$ cat src/rtl/cihs_regs.svh
// What this block does
// - Software trap vectors to 0060H, whatever the enable flip-flop holds, unless the NMI flag is set at its end.
// - Software trap leaves the interrupt enable flip-flop untouched.
// - Trap pushes status word, then PC high byte, then PC low byte.
// - Return pops PC low, PC high, then status word, restoring them.
// - Trap runs despite a met skip condition; stacked status has skip set.
// - Pushed trap return address is the next instruction's start address.
// - NMI and two external inputs pass a 14-state filter; NMI 10 us max.
// - Internal sources set their request flag with no filter delay.
// - Request flags are checked at each instruction's end, and every cycle while in HALT.
// - Automatic save of status word and PC takes 16 states.
// - Enable instruction in a handler allows any request, nesting included.
// - Only the highest-priority request is taken; others stay pending.
// - No hardware nesting depth limit beyond stack memory.
// - Halt enters HALT only with no unmasked request flag set.
// - HALT stops CPU clock only; registers kept, peripherals keep running.
// - Halted in expansion mode: data port floats, address held, write/read/latch strobes high.
// - Reset pin ends HALT; execution restarts at address 0.
// - HALT ends when NMI flag or any unmasked maskable flag sets.
// - NMI release of HALT jumps to 0004H regardless of enable state.
// - Maskable release: disabled resumes after halt, flag stays; enabled vectors.
// - Taking a maskable request clears enable; masked requests are never checked.
`ifndef CIHS_REGS_SVH
`define CIHS_REGS_SVH

// ----------------------------------------
// Register offsets and reset values
// ----------------------------------------
`define CIHS_REG_MASK 2'h0
`define CIHS_REG_FLAGS 2'h1
`define CIHS_REG_STAT 2'h2
`define CIHS_MASK_RST 10'h3ff

// ----------------------------------------
// Vectors and fields
// ----------------------------------------
`define CIHS_VEC_TRAP 16'h0060
`define CIHS_VEC_NMI 16'h0004
`define CIHS_VEC_BASE 16'h0008
`define CIHS_VEC_STEP 16'h0008
`define CIHS_RST_PC 16'h0000
`define CIHS_SK_BIT 5

// ----------------------------------------
// Timing
// ----------------------------------------
`define CIHS_CLK_NS 40
`define CIHS_STATE_CYC 1
`define CIHS_FILT_STATES 14
`define CIHS_NMI_MAX_NS 10000
`define CIHS_SAVE_STATES 16
`define CIHS_FILT_CYC (`CIHS_FILT_STATES * `CIHS_STATE_CYC)
`define CIHS_NMI_MAX_CYC (`CIHS_NMI_MAX_NS / `CIHS_CLK_NS)
`define CIHS_SAVE_CYC (`CIHS_SAVE_STATES * `CIHS_STATE_CYC)

`endif

$ cat src/rtl/cihs_pkg.sv
package cihs_pkg;

  typedef enum logic [1:0] {
    CIHS_RUN = 2'b00,
    CIHS_SAVE = 2'b01,
    CIHS_POP = 2'b10,
    CIHS_HALT = 2'b11
  } cihs_state_t;

  typedef enum logic [2:0] {
    CIHS_K_NONE = 3'b000,
    CIHS_K_TRAP = 3'b001,
    CIHS_K_RETURN_FROM_INTERRUPT_INSTR = 3'b010,
    CIHS_K_HALT = 3'b011,
    CIHS_K_EI = 3'b100,
    CIHS_K_DI = 3'b101
  } cihs_kind_t;

  typedef struct packed {
    cihs_state_t state;
    logic [4:0] cnt;
    logic ie;
    logic nmiFlag;
    logic [9:0] flags;
    logic [9:0] mask;
    logic [2:0][3:0] filt;
    logic [2:0] fired;
    logic [15:0] retAddr;
    logic [7:0] saveSw;
    logic [15:0] vec;
    logic stackPush;
    logic [7:0] stackData;
    logic stackPop;
    logic pcLoad;
    logic [15:0] pcValue;
    logic swLoad;
    logic [7:0] swValue;
    logic [7:0] popLo;
    logic [7:0] popHi;
    logic [15:0] regRdata;
    logic [7:0] addrHold;
  } cihs_st_t;

endpackage

$ cat src/rtl/cihs_sequencer.sv
`timescale 1ns/1ps
`default_nettype none
`include "cihs_regs.svh"

module cihs_sequencer (
  // Clock and reset
  input wire logic clock,
  input wire logic rst_n,
  // Core instruction boundary
  input wire logic instrEnd,
  input wire logic [2:0] instrKind,
  input wire logic [15:0] nextPc,
  input wire logic [7:0] statusWord,
  input wire logic skipPending,
  // Core control
  output logic cpuClkEn,
  output logic haltMode,
  output logic interruptEnableFf,
  output logic pcLoad,
  output logic [15:0] pcValue,
  output logic swLoad,
  output logic [7:0] swValue,
  // Stack access
  output logic stackPush,
  output logic [7:0] stackData,
  output logic stackPop,
  input wire logic [7:0] popData,
  // Interrupt sources
  input wire logic nmiN,
  input wire logic extIrqA,
  input wire logic extIrqBN,
  input wire logic [7:0] periphReq,
  // Register port
  input wire logic [1:0] regAddr,
  input wire logic [15:0] regWdata,
  input wire logic regWr,
  input wire logic regRd,
  output logic [15:0] regRdata,
  // Expansion bus pins
  input wire logic extMode,
  input wire logic dataOeIn,
  input wire logic wrNIn,
  input wire logic rdNIn,
  input wire logic aleIn,
  input wire logic [7:0] addrIn,
  output logic dataOe,
  output logic wrN,
  output logic rdN,
  output logic ale,
  output logic [7:0] addrOut
);

  localparam logic [3:0] FILT_N =
    4'((`CIHS_FILT_CYC < `CIHS_NMI_MAX_CYC) ? `CIHS_FILT_CYC : `CIHS_NMI_MAX_CYC);
  localparam logic [4:0] SAVE_LAST = 5'(`CIHS_SAVE_CYC - 1);

  cihs_pkg::cihs_st_t st;
  cihs_pkg::cihs_st_t next_st;

  // ----------------------------------------
  // Helpers
  // ----------------------------------------
  function automatic logic [3:0] prioIdx(input logic [9:0] req);
    logic [3:0] idx;
    idx = 4'h0;
    for (int i = 9; i >= 0; i--) begin
      if (req[i]) begin
        idx = 4'(i);
      end
    end
    return idx;
  endfunction

  function automatic logic [15:0] vecOf(input logic [3:0] idx);
    return `CIHS_VEC_BASE + 16'(idx) * `CIHS_VEC_STEP;
  endfunction

  function automatic logic [15:0] readMux(input logic [1:0] a, input cihs_pkg::cihs_st_t s,
    input logic halted);
    logic [15:0] d;
    d = 16'h0000;
    unique case (a)
      `CIHS_REG_MASK: begin
        d = {6'h00, s.mask};
      end
      `CIHS_REG_FLAGS: begin
        d = {5'h00, s.nmiFlag, s.flags};
      end
      `CIHS_REG_STAT: begin
        d = {12'h000, s.state, s.ie, halted};
      end
      default: begin
        d = 16'h0000;
      end
    endcase
    return d;
  endfunction

  // ----------------------------------------
  // Next state
  // ----------------------------------------
  logic [2:0] act;
  logic [2:0] hit;
  logic [9:0] setF;
  logic [9:0] clrF;
  logic [9:0] pend;
  logic [3:0] idx;
  logic nmiSet;
  logic nmiClr;
  logic anyReq;

  always_comb begin
    next_st = st;
    next_st.stackPush = 1'b0;
    next_st.stackPop = 1'b0;
    next_st.pcLoad = 1'b0;
    next_st.swLoad = 1'b0;
    next_st.regRdata = 16'h0000;
    clrF = 10'h000;
    nmiClr = 1'b0;

    // ----------------------------------------
    // Pin noise filters
    // ----------------------------------------
    act = {~extIrqBN, extIrqA, ~nmiN};
    hit = 3'b000;
    for (int i = 0; i < 3; i++) begin
      if (!act[i]) begin
        next_st.filt[i] = 4'h0;
        next_st.fired[i] = 1'b0;
      end else if (!st.fired[i]) begin
        if (st.filt[i] == FILT_N - 4'h1) begin
          hit[i] = 1'b1;
          next_st.fired[i] = 1'b1;
        end else begin
          next_st.filt[i] = st.filt[i] + 4'h1;
        end
      end
    end
    nmiSet = hit[0];
    setF = {periphReq, hit[2], hit[1]};

    // ----------------------------------------
    // Pending requests
    // ----------------------------------------
    pend = st.flags & ~st.mask;
    anyReq = st.nmiFlag | (|pend);
    idx = prioIdx(pend);

    // ----------------------------------------
    // Register port
    // ----------------------------------------
    if (regWr) begin
      unique case (regAddr)
        `CIHS_REG_MASK: begin
          next_st.mask = regWdata[9:0];
        end
        `CIHS_REG_FLAGS: begin
          clrF = regWdata[9:0];
          nmiClr = regWdata[10];
        end
        default: begin
        end
      endcase
    end
    if (regRd) begin
      next_st.regRdata = readMux(regAddr, st, haltMode);
    end

    // ----------------------------------------
    // Sequencer
    // ----------------------------------------
    unique case (st.state)
      cihs_pkg::CIHS_RUN: begin
        if (instrEnd) begin
          next_st.retAddr = nextPc;
          next_st.saveSw = statusWord;
          next_st.cnt = 5'h00;
          if (st.nmiFlag) begin
            nmiClr = 1'b1;
            next_st.ie = 1'b0;
            next_st.vec = `CIHS_VEC_NMI;
            next_st.state = cihs_pkg::CIHS_SAVE;
          end else if (instrKind == cihs_pkg::CIHS_K_TRAP) begin
            // Taken even with a pending skip
            if (skipPending) begin
              next_st.saveSw[`CIHS_SK_BIT] = 1'b1;
            end
            next_st.vec = `CIHS_VEC_TRAP;
            next_st.state = cihs_pkg::CIHS_SAVE;
          end else if (st.ie && (|pend)) begin
            clrF[idx] = 1'b1;
            next_st.ie = 1'b0;
            next_st.vec = vecOf(idx);
            next_st.state = cihs_pkg::CIHS_SAVE;
          end else if (instrKind == cihs_pkg::CIHS_K_RETURN_FROM_INTERRUPT_INSTR) begin
            next_st.stackPop = 1'b1;
            next_st.state = cihs_pkg::CIHS_POP;
          end else if (instrKind == cihs_pkg::CIHS_K_HALT) begin
            if (!anyReq) begin
              next_st.state = cihs_pkg::CIHS_HALT;
            end
          end else if (instrKind == cihs_pkg::CIHS_K_EI) begin
            next_st.ie = 1'b1;
          end else if (instrKind == cihs_pkg::CIHS_K_DI) begin
            next_st.ie = 1'b0;
          end
        end
      end
      cihs_pkg::CIHS_SAVE: begin
        next_st.cnt = st.cnt + 5'h01;
        if (st.cnt == 5'h00) begin
          next_st.stackPush = 1'b1;
          next_st.stackData = st.saveSw;
        end else if (st.cnt == 5'h01) begin
          next_st.stackPush = 1'b1;
          next_st.stackData = st.retAddr[15:8];
        end else if (st.cnt == 5'h02) begin
          next_st.stackPush = 1'b1;
          next_st.stackData = st.retAddr[7:0];
        end
        if (st.cnt == SAVE_LAST) begin
          next_st.pcLoad = 1'b1;
          next_st.pcValue = st.vec;
          next_st.cnt = 5'h00;
          next_st.state = cihs_pkg::CIHS_RUN;
        end
      end
      cihs_pkg::CIHS_POP: begin
        next_st.cnt = st.cnt + 5'h01;
        if (st.cnt < 5'h02) begin
          next_st.stackPop = 1'b1;
        end
        if (st.cnt == 5'h00) begin
          next_st.popLo = popData;
        end else if (st.cnt == 5'h01) begin
          next_st.popHi = popData;
        end else begin
          next_st.pcLoad = 1'b1;
          next_st.pcValue = {st.popHi, st.popLo};
          next_st.swLoad = 1'b1;
          next_st.swValue = popData;
          next_st.cnt = 5'h00;
          next_st.state = cihs_pkg::CIHS_RUN;
        end
      end
      cihs_pkg::CIHS_HALT: begin
        next_st.cnt = 5'h00;
        if (st.nmiFlag) begin
          nmiClr = 1'b1;
          next_st.ie = 1'b0;
          next_st.vec = `CIHS_VEC_NMI;
          next_st.state = cihs_pkg::CIHS_SAVE;
        end else if (|pend) begin
          if (st.ie) begin
            clrF[idx] = 1'b1;
            next_st.ie = 1'b0;
            next_st.vec = vecOf(idx);
            next_st.state = cihs_pkg::CIHS_SAVE;
          end else begin
            next_st.state = cihs_pkg::CIHS_RUN;
          end
        end
      end
    endcase

    // ----------------------------------------
    // Flag update, set wins over clear
    // ----------------------------------------
    next_st.flags = (st.flags & ~clrF) | setF;
    next_st.nmiFlag = (st.nmiFlag & ~nmiClr) | nmiSet;

    // ----------------------------------------
    // Address latch for the halted bus
    // ----------------------------------------
    if (st.state != cihs_pkg::CIHS_HALT) begin
      next_st.addrHold = addrIn;
    end
  end

  // ----------------------------------------
  // State register
  // ----------------------------------------
  always_ff @(posedge clock or negedge rst_n) begin
    if (!rst_n) begin
      st <= '0;
      st.mask <= `CIHS_MASK_RST;
      st.pcValue <= `CIHS_RST_PC;
    end else begin
      st <= next_st;
    end
  end

  // ----------------------------------------
  // Outputs
  // ----------------------------------------
  assign haltMode = (st.state == cihs_pkg::CIHS_HALT);
  assign cpuClkEn = (st.state == cihs_pkg::CIHS_RUN);
  assign interruptEnableFf = st.ie;
  assign pcLoad = st.pcLoad;
  assign pcValue = st.pcValue;
  assign swLoad = st.swLoad;
  assign swValue = st.swValue;
  assign stackPush = st.stackPush;
  assign stackData = st.stackData;
  assign stackPop = st.stackPop;
  assign regRdata = st.regRdata;

  // Pins parked while halted in expansion mode
  logic park;
  assign park = haltMode & extMode;
  assign dataOe = dataOeIn & ~park;
  assign wrN = wrNIn | park;
  assign rdN = rdNIn | park;
  assign ale = aleIn | park;
  assign addrOut = park ? st.addrHold : addrIn;

endmodule
`default_nettype wire

$ cat config.mk
export PLATFORM = sky130hd
export DESIGN_NAME = cihs_sequencer
export DESIGN_NICKNAME = d
export VERILOG_FILES = /design/src/rtl/cihs_pkg.sv /design/src/rtl/cihs_sequencer.sv
export VERILOG_INCLUDE_DIRS = /design/src /design/src/rtl
export SDC_FILE = /design/constraint.sdc
export NUM_CORES = 1
export LEC_CHECK = 0
export BUFFER_PORTS_ARGS = -buffer_cell sky130_fd_sc_hd__buf_2
export CAP_MARGIN = 40
export CORE_UTILIZATION = 45
export CTS_CLUSTER_SIZE = 30
export DETAILED_ROUTE_END_ITERATION = 12
export PLACE_DENSITY = 0.67
export SLEW_MARGIN = 20
export SYNTH_ARGS = -nofsm -noshare
export SYNTH_HDL_FRONTEND = slang
export SYNTH_SLANG_ARGS = --single-unit
$ cat constraint.sdc
create_clock -name clock -period 5.76 [get_ports clock]
set_input_delay 1.152 -clock clock [delete_from_list [all_inputs] [get_ports clock]]
set_output_delay 1.152 -clock clock [all_outputs]
set_load 0.1 [all_outputs]
# Word level (Yosys, flattened, before mapping)

Cells that the tools add are included.

Reductions and logical operators: 22
Bitwise operators: 18
Order comparisons: 3
Eq/ne operators: 36
Mux-type cells: 108
Add/subtract/negate cells: 5

Operators with widths:

| cell                  | number |
|---|---|
| $mux W16              | 7 |
| $mux W10              | 9 |
| $mux W4               | 19 |
| $mux W26              | 2 |
| $mux W8               | 5 |
| $mux W1               | 39 |
| $mux W9               | 4 |
| $pmux W17 S2          | 1 |
| $pmux W11 S3          | 1 |
| $pmux W16 S2          | 1 |
| $pmux W7 S4           | 1 |
| $mux W25              | 1 |
| $ne A2 B2 Y1 const B  | 11 |
| $mux W7               | 3 |
| $and A10 B10 Y10      | 2 |
| $not A10 Y10          | 2 |
| $or A10 B10 Y10       | 2 |
| $pmux W10 S2          | 1 |
| $mux W17              | 1 |
| $mux W2               | 8 |
| $reduce_and A2 Y1     | 7 |
| $reduce_and A7 Y1     | 2 |
| $add A4 B1 Y4 const B | 3 |
| $eq A4 B4 Y1 const B  | 3 |
| 35 further kinds      | 57 |

Word-level logic and storage cells: 216
Bits of input ports: 83
Output and inout port bits: 67
Flip-flop bits (word level): 160

# Longest topological paths before layout

Gate-level depths: netlist of the first run.

Depth after elaboration: 25
Depth in mapped cells: 11
Depth with buffers taken out: 10

# Worst setup path after synthesis of the first run

No wires, ideal clock.

Path kind: register to output
From: reg st[158] in the netlist's numbering
To: out ale
Path slack: 1.980 ns
Arrival: 2.628 ns
Buffers on the path: 2
Data required time: 4.608 ns
Stages on the path, launching flop included: 6
Cell sequence: dfrtp_1 -> ha_1 -> clkbuf_1 -> nand2_1 -> clkbuf_1 -> nand2b_1

Cells in the longest elaborated chain, start to end: 3

RTL lines:

| element                | line                  | text |
|---|---|---|
| from (decl)            | cihs_sequencer.sv:57  | `cihs_pkg::cihs_st_t st;` |
| from (signal assigned) | cihs_sequencer.sv:290 | `st <= next_st;` |
| $eq A2 B2 Y1           | cihs_sequencer.sv:297 | `assign haltMode = (st.state == cihs_pkg::CIHS_HALT);` |
| via haltMode           | cihs_sequencer.sv:17  | `output logic haltMode,` |
| $and A1 B1 Y1          | cihs_sequencer.sv:311 | `assign park = haltMode & extMode;` |
| $or A1 B1 Y1           | cihs_sequencer.sv:315 | `assign ale = aleIn \| park;` |
| to (decl)              | cihs_sequencer.sv:49  | `output logic ale,` |

The timed path passes the listed nets, and every way through them passes these cells.

# Worst setup path in the final report of the first run

From: reg st[158] in the netlist's numbering
To: out addrOut[3]

Cells in the longest elaborated chain, start to end: 3

RTL lines:

| element       | line                  | text |
|---|---|---|
| $eq A2 B2 Y1  | cihs_sequencer.sv:297 |  |
| $and A1 B1 Y1 | cihs_sequencer.sv:311 |  |
| $mux W8       | cihs_sequencer.sv:316 | `assign addrOut = park ? st.addrHold : addrIn;` |
| to (decl)     | cihs_sequencer.sv:50  | `output logic [7:0] addrOut` |

No other way between the ends.

==> impl_results.md, run 1 <==
* Status: finished clean
* Hold_buf cts at 0
* Yosys top cell by area: dfrtp_1
* First-pass GRT wire length at 25000 um
* CP Data Required Time at about 4.6 ns
* Setup TNS at 0 ns
* Leakage at ~0.0040 uW
* Maximum clock rate at 0.285 GHz
* Placed Area at slightly below 8000 um2
* CTS tree: yes
* Post-Syn Area at 7270 um2
* Final critical-path share of the clock period at roughly three fifths
* Mean Syn Cell Area at approximately 11 um2
* Hold Violations, Final at 0
* Critical Path Start Type: register
* Count of cell types in the netlist at 58
* GR Overflow Total at 0
* Fin. max-slew vios at 0
* P&R area growth vs syn at 16.5%
* Buffers added on ports at ~140
* Asr flop ratio synth at 100%
* Layout Skew at 0.0125 ns
* Filler cells at approximately 1400
* Top Ports at 150
* Cell chain of the critical path: ha_1 > buf_4 > nand2_1 > mux2_2 > buf_2
* Worst setup margin at 2.25 ns
* Endpoint class of the critical path: output pin
* DR vias/cell at about 5.1
* Met3 Usage GRT at ~4.6%
* Buffers from clock root to sink, at most at 2
* FF+latch count, synth at roughly 150
* Global-route met2 utilization at 33.5%
* Synth top area share at ~46%
* Pwr/cell area at just over 500 nW/um2
* Top-count cell post-synth: dfrtp_1
* Final weighted congestion in routability-driven placement at around 0.87
* RSZ-0062 raised after global routing: false
* Post-synthesis sequential area ratio at 50.1%
* H-tree levels at 4
* Worst-path clk slew at around 0.06 ns
* Vias post-DR at between 5000 and 6000
* Cell area after layout at roughly 8500 um2
* DIE AREA at around 17000 um2
* Dominant cells by area after synthesis: dfrtp_1 (46%), mux2_2 (10%), buf_4 (5.1%)
* HPWL after DPL at roughly 11000 um
* Die Y at 129 um
* CP max FO at 21
* Share of cells above drive strength 1 at 35.8%
* Post-synth EDFFs at 0
* Max-cap violations at 0
* Met1 Use GR at 24.4%
* Worst-skew pair later-pin latency at 0.42 ns
* Maximum vdd ir drop at ~0.00027 V
* Worst slew pin tran at between 0.8 and 0.9 ns
* Resized Gates After CTS at 0
* Power, Total at ~4400 uW
* Synth top cells by count: dfrtp_1 (135), mux2_2 (66), nand2_1 (66)
* Total track usage at 19.7%
* Clk sinks at around 150
* CP top delay family: buffers and inverters
* Pre-CTS WS at approximately 2.3 ns
* Nets at between 800 and 900
* Seq. cell area at approximately 3600 um2
* FP Rows at 46
* Tmin final at about 3.5 ns
* Yosys warning total at 0
* Placeable Area at between 15000 and 20000 um2
* Final Setup Violations at 0
* Drt pass-1 iters at 5
* Slowest cell on the critical path: buf_2
* Largest net degree at the start of global routing at 97
* WL per Instance at between 15 and 20 um
* Critical Path AT at around 2.4 ns
* CTS buffer count at 17
* DRT antenna net count at 0
* Buf/Inv on CP at 2
* Starting Density at 45.9%
* Area of the multi-input gates at 3090 um2
* Setup bufs post-CTS at 0
* # DRC at 0
* Total routed wirelength at ~16000 um
* Crit path largest cell delay at 0.42 ns
* Predominant post-synthesis flop cell: dfrtp_1
* Busiest layer in global routing: met2
* Max_slew headroom at 43.8%
* Critical path class: reg2out
* Cell count after synthesis at 660
* Number of global-route vias before repair at between 5000 and 6000
* Initial antenna violation count at 0
* Hold Crit Class: reg2reg
* Initial DRC Count at 244
* Antenna diodes at 0
* CTS Root Cell: clkbuf_16
* Die W at between 100 and 150 um
[metrics by stage]
stage                     instances  utilization [%]  hold WS [ns]
after floorplan                 664                -         0.431
after global placement          950             49.4         0.444
after detailed placement        953             49.6         0.466
after CTS                       983             53.2         0.478
after global routing            985             53.5         0.503
final                           985             53.5         0.472
[flip-flops by register name (all words and copies together) (netlist names)]
name,flops
interruptEnableFf,1
pcLoad,1
pcValue,16
regRdata,11
st,97
stackData,8
stackPop,1
stackPush,1
swLoad,1
swValue,8
[worst reg2reg max path: cells and delay by family (launching register included)]
kind / cells / cell delay [ns]
AOI/OAI and AO/OA: 2 / 0.36
adders and majority gates: 1 / 0.52
buffers and inverters: 1 / 0.08
DFF: 1 / 0.41
and+or+nand+nor: 4 / 1.04
[cells by family (layout without fill, tap and decap cells)]
kind of cell | count (synthesis) | in the layout | share of synthesized area [%]
compound gates | 119 | 119 | 10.8
mux | 87 | 87 | 13.8
other cells | 1 | 5 | 0.0516
xor+xnor | 11 | 11 | 1.33
flops | 145 | 145 | 50.1
simple gates | 180 | 180 | 12.6
buf+inv | 97 | 202 | 7.78
fa+ha+maj | 20 | 20 | 3.44
[metal layers]
layer | part of all wire (%) | vias to the layer above
met5 | 0 | -
met4 | 1.3 | 0
met3 | 3.8 | 16
met2 | 50 | 120
met1 | 45 | 2475
li1 | - | 2438
[worst paths after layout]
check | start | cells after the start | to | slack, ns
worst max-delay path | st[158] | 5 | addrOut[3] | 2.25
worst min-delay path | pcValue[10] | 2 | pcValue[10] | 0.47
worst max register to register | st[158] | 8 | st[148] | 3.25
worst min register to register | pcValue[10] | 2 | pcValue[10] | 0.47
max in group asynchronous | rst_n | 2 | stackPop | 4.17
min in group asynchronous | rst_n | 1 | pcValue[13] | 0.61
[area by class of cell]
type | instances | area share (%)
multi-input combinational | 422 | 36.5
inverter | 25 | 1.11
tap | 216 | 3.19
clock buffer | 18 | 5.07
timing repair buffer | 147 | 9.50
clock inverter | 12 | 1.64
sequential | 145 | 43.0
[where the power goes]
part / switching [uW] / internal [uW] / leakage, uW / total, uW
Sequential: 174 / 1320 / 0.00178 / 1500
Combinational: 1280 / 532 / 0.00191 / 1810
Clock: 423 / 635 / 0.000276 / 1060
[layout by cell type (no fill, tap or decap), types with 17 or more instances in the layout]
cell type / instances
dfrtp_1: 135
nand2_1: 66
a22oi_1: 18
clkbuf_16: 17
mux2_2: 66
ha_1: 20
nand2b_1: 17
inv_1: 25
buf_2: 138
nor2_1: 33
o21ai_0: 39
Note: power is estimated with default switching activity, not from simulation.
==> run 2, diff against run 1 <==
--- a/config.mk
+++ b/config.mk
@@ -6,12 +6,13 @@
 export SDC_FILE = /design/constraint.sdc
 export NUM_CORES = 1
 export LEC_CHECK = 0
+export ABC_AREA = 1
 export BUFFER_PORTS_ARGS = -buffer_cell sky130_fd_sc_hd__buf_2
 export CAP_MARGIN = 40
 export CORE_UTILIZATION = 45
 export CTS_CLUSTER_SIZE = 30
 export DETAILED_ROUTE_END_ITERATION = 12
-export PLACE_DENSITY = 0.67
+export PLACE_DENSITY = 0.66
 export SLEW_MARGIN = 20
 export SYNTH_ARGS = -nofsm -noshare
 export SYNTH_HDL_FRONTEND = slang
==> constraint.sdc (replaced) <==
create_clock -name clock -period 3.5 [get_ports clock]
set_input_delay 0.7 -clock clock [delete_from_list [all_inputs] [get_ports clock]]
set_output_delay 0.7 -clock clock [all_outputs]
set_load 0.1 [all_outputs]
==> impl_results.md, run 2 <==
* Status: finished clean
* Starting Density at between 40% and 50%
* Vias post-DR at between 5000 and 6000
* H-tree levels at 4
* Post-synthesis sequential area ratio at between 40% and 50%
* CP Data Required Time at ~2.8 ns
* # DRC at 0
* Seq. cell area at 3640 um2
* Final Setup Violations at 0
* Worst slew pin tran at about 0.74 ns
* Initial DRC Count at 329
* Critical Path AT at around 2.2 ns
* Layout Skew at between 0.009 and 0.01 ns
* DRT antenna net count at 0
* Setup bufs post-CTS at 0
* Mean Syn Cell Area at about 8.2 um2
* Largest register by flop count: st
* Resized Gates After CTS at 0
* Filler cells at 1543
* Initial antenna violation count at 1
* Buffers from clock root to sink, at most at 2
* FP Rows at 46
* Total routed wirelength at 16200 um
* Post-placement cell count at 1198
* Flop pwr share at 31.5%
* Antenna diodes at 0
* Max-cap violations at 0
* Yosys top cell by area: dfrtp_1
* CP max FO at 20
* Critical Path Start Type: register
* Tmin final at approximately 2.9 ns
* Maximum clock rate at approximately 0.35 GHz
* Drt pass-1 iters at 5
* P&R area growth vs syn at 16.9%
* WL per Instance at between 10 and 15 um
* Total track usage at between 20% and 30%
* Placed Area at ~8000 um2
* Hold Violations, Final at 0
* Synth top cells by count: nand2_1 (278), dfrtp_1 (135), inv_1 (106)
* Die W at roughly 130 um
* Maximum vdd ir drop at ~0.00048 V
* Area of the multi-input gates at just under 3000 um2
* CTS buffer count at 17
* Max_slew headroom at between 50 and 60%
* Sw Ratio at between 40% and 50%
* Commonest non-fill, non-tap cell in the layout: nand2_1
* GR Overflow Total at 0
* Final critical-path share of the clock period at between 80% and 90%
* Fin. max-slew vios at 0
* DIE AREA at between 15000 and 20000 um2
* Critical path class: reg2out
* Leakage at between 0.004 and 0.005 uW
* Die Y at 130 um
* Asr flop ratio synth at 100%
* RSZ-0062 raised after global routing: false
* Endpoint class of the critical path: output pin
* Sw Pwr at 3610 uW
* Top-count cell post-synth: nand2_1
* Most frequent cells in the layout: nand2_1 (278), buf_2 (138), dfrtp_1 (135), inv_1 (106), o21ai_0 (92)
* DR vias/cell at about 4.7
* Largest net degree at the start of global routing at 77
* Clock Power Share at around a quarter
* Placeable Area at 15900 um2
* Final weighted congestion in routability-driven placement at 0.876
* Hold_buf cts at 0
* Number of global-route vias before repair at around 5500
* First-pass GRT wire length at about 27000 um
* Predominant post-synthesis flop cell: dfrtp_1
* CTS Root Cell: clkbuf_16
* Count of cell types in the netlist at 40
* Worst-skew pair later-pin latency at approximately 0.42 ns
* Non-Filler Instances at roughly 1200
* Post-Syn Area at 7390 um2
* Synth top area share at between 40% and 50%
* FF+latch count, synth at approximately 150
* Post-synth EDFFs at 0
* Nets at roughly 1100
* Max FFs per register at between 90 and 100
* Dominant cells by area after synthesis: dfrtp_1 (46%), nand2_1 (14%), o21ai_0 (6.2%)
* Worst-path clk slew at ~0.06 ns
* Hold Crit Class: in2async
* Share of cells above drive strength 1 at between 20% and 30%
* P_int at around 4200 uW
* Buffers added on ports at about 140
* Cell count after synthesis at ~900
* HPWL after DPL at 11600 um
* CTS tree: yes
* Comb power frac at a little over two fifths
* Yosys warning total at 0
* Cell area after layout at ~8600 um2
* Clk sinks at 145
* Top Ports at 150
* Pwr/cell area at 902 nW/um2
[run 2: cell types whose count changed after synthesis, moves of 12 or more]
cell,change
mux2_2,-66
nand3_1,+25
nand2b_1,-17
nand2_1,+212
a22oi_1,-18
nor2_1,+24
inv_1,+81
and2_1,-12
o21ai_0,+53
[run 2: power groups by stage]
stage | Sequential (uW) | Clock [uW] | Combinational [uW]
3_3_place_gp | 2460 | 0 | 3310
2_1_floorplan | 2540 | 0 | 2830
4_1_cts | 2450 | 2030 | 3360
6_report | 2450 | 2000 | 3330
5_1_grt | 2510 | 2110 | 3650
3_5_place_dp | 2470 | 0 | 3350
[run 2: through the flow]
stage	utilization (%)	total power [uW]	setup WS, ns	TNS [ns]	hold WS, ns
after floorplan	-	5370	-0.685	-5.48	0.404
after global placement	50.0	5780	1.03	0	0.447
after detailed placement	50.0	5820	1.02	0	0.454
after CTS	54.1	7850	0.630	0	0.335
after global routing	54.1	8270	0.411	0	0.350
final	54.1	7780	0.643	0	0.305
[run 2: final timing paths]
| kind | cells after the start | slack (ns) | start | to |
|---|---|---|---|---|
| worst min register to register | 1 | 0.46 | st[122] | st[122] |
| worst max register to register | 16 | 1.26 | st[139] | st[144] |
| min in group clock | 3 | 0.45 | periphReq[2] | st[145] |
| worst min-delay path | 1 | 0.31 | rst_n | st[100] |
| worst max-delay path | 6 | 0.64 | st[158] | addrOut[7] |
| max in group asynchronous | 2 | 2.41 | rst_n | st[132] |
[run 2: cell families after synthesis]
logic type | synth area share, %
compound gates | 12.6
xor+xnor | 0.119
mux | 0.271
fa+ha+maj | 3.39
other cells | 0.0508
buf+inv | 11.7
simple gates | 22.6
flops | 49.3
[run 2: cell type report]
| cell class | count | share of cell area (%) |
|---|---|---|
| Inverter | 109 | 4.84 |
| Sequential cell | 145 | 42.2 |
| Tap cell | 216 | 3.13 |
| Multi-Input combinational cell | 584 | 33.6 |
| Clock buffer | 21 | 5.22 |
| Clock inverter | 11 | 2.33 |
| Timing Repair Buffer | 144 | 8.71 |
[run 2: layer usage]
layer | up-vias | wire length (um) | global-route usage, %
li1 | 3014 | - | -
met2 | 116 | 7590 | 33.6
met3 | 23 | 619 | 4.02
met4 | 2 | 268 | 8.14
met1 | 2637 | 7660 | 26.5
met5 | - | 12 | 0
[run 2: worst max-delay path, cell delays in order, from the launching register on]
cell and delay [ns]:
dfrtp_1 0.47, ha_1 0.24, nand2_1 0.06, inv_1 0.34, nand2_1 0.08, o21ai_0 0.09
buf_2 0.45
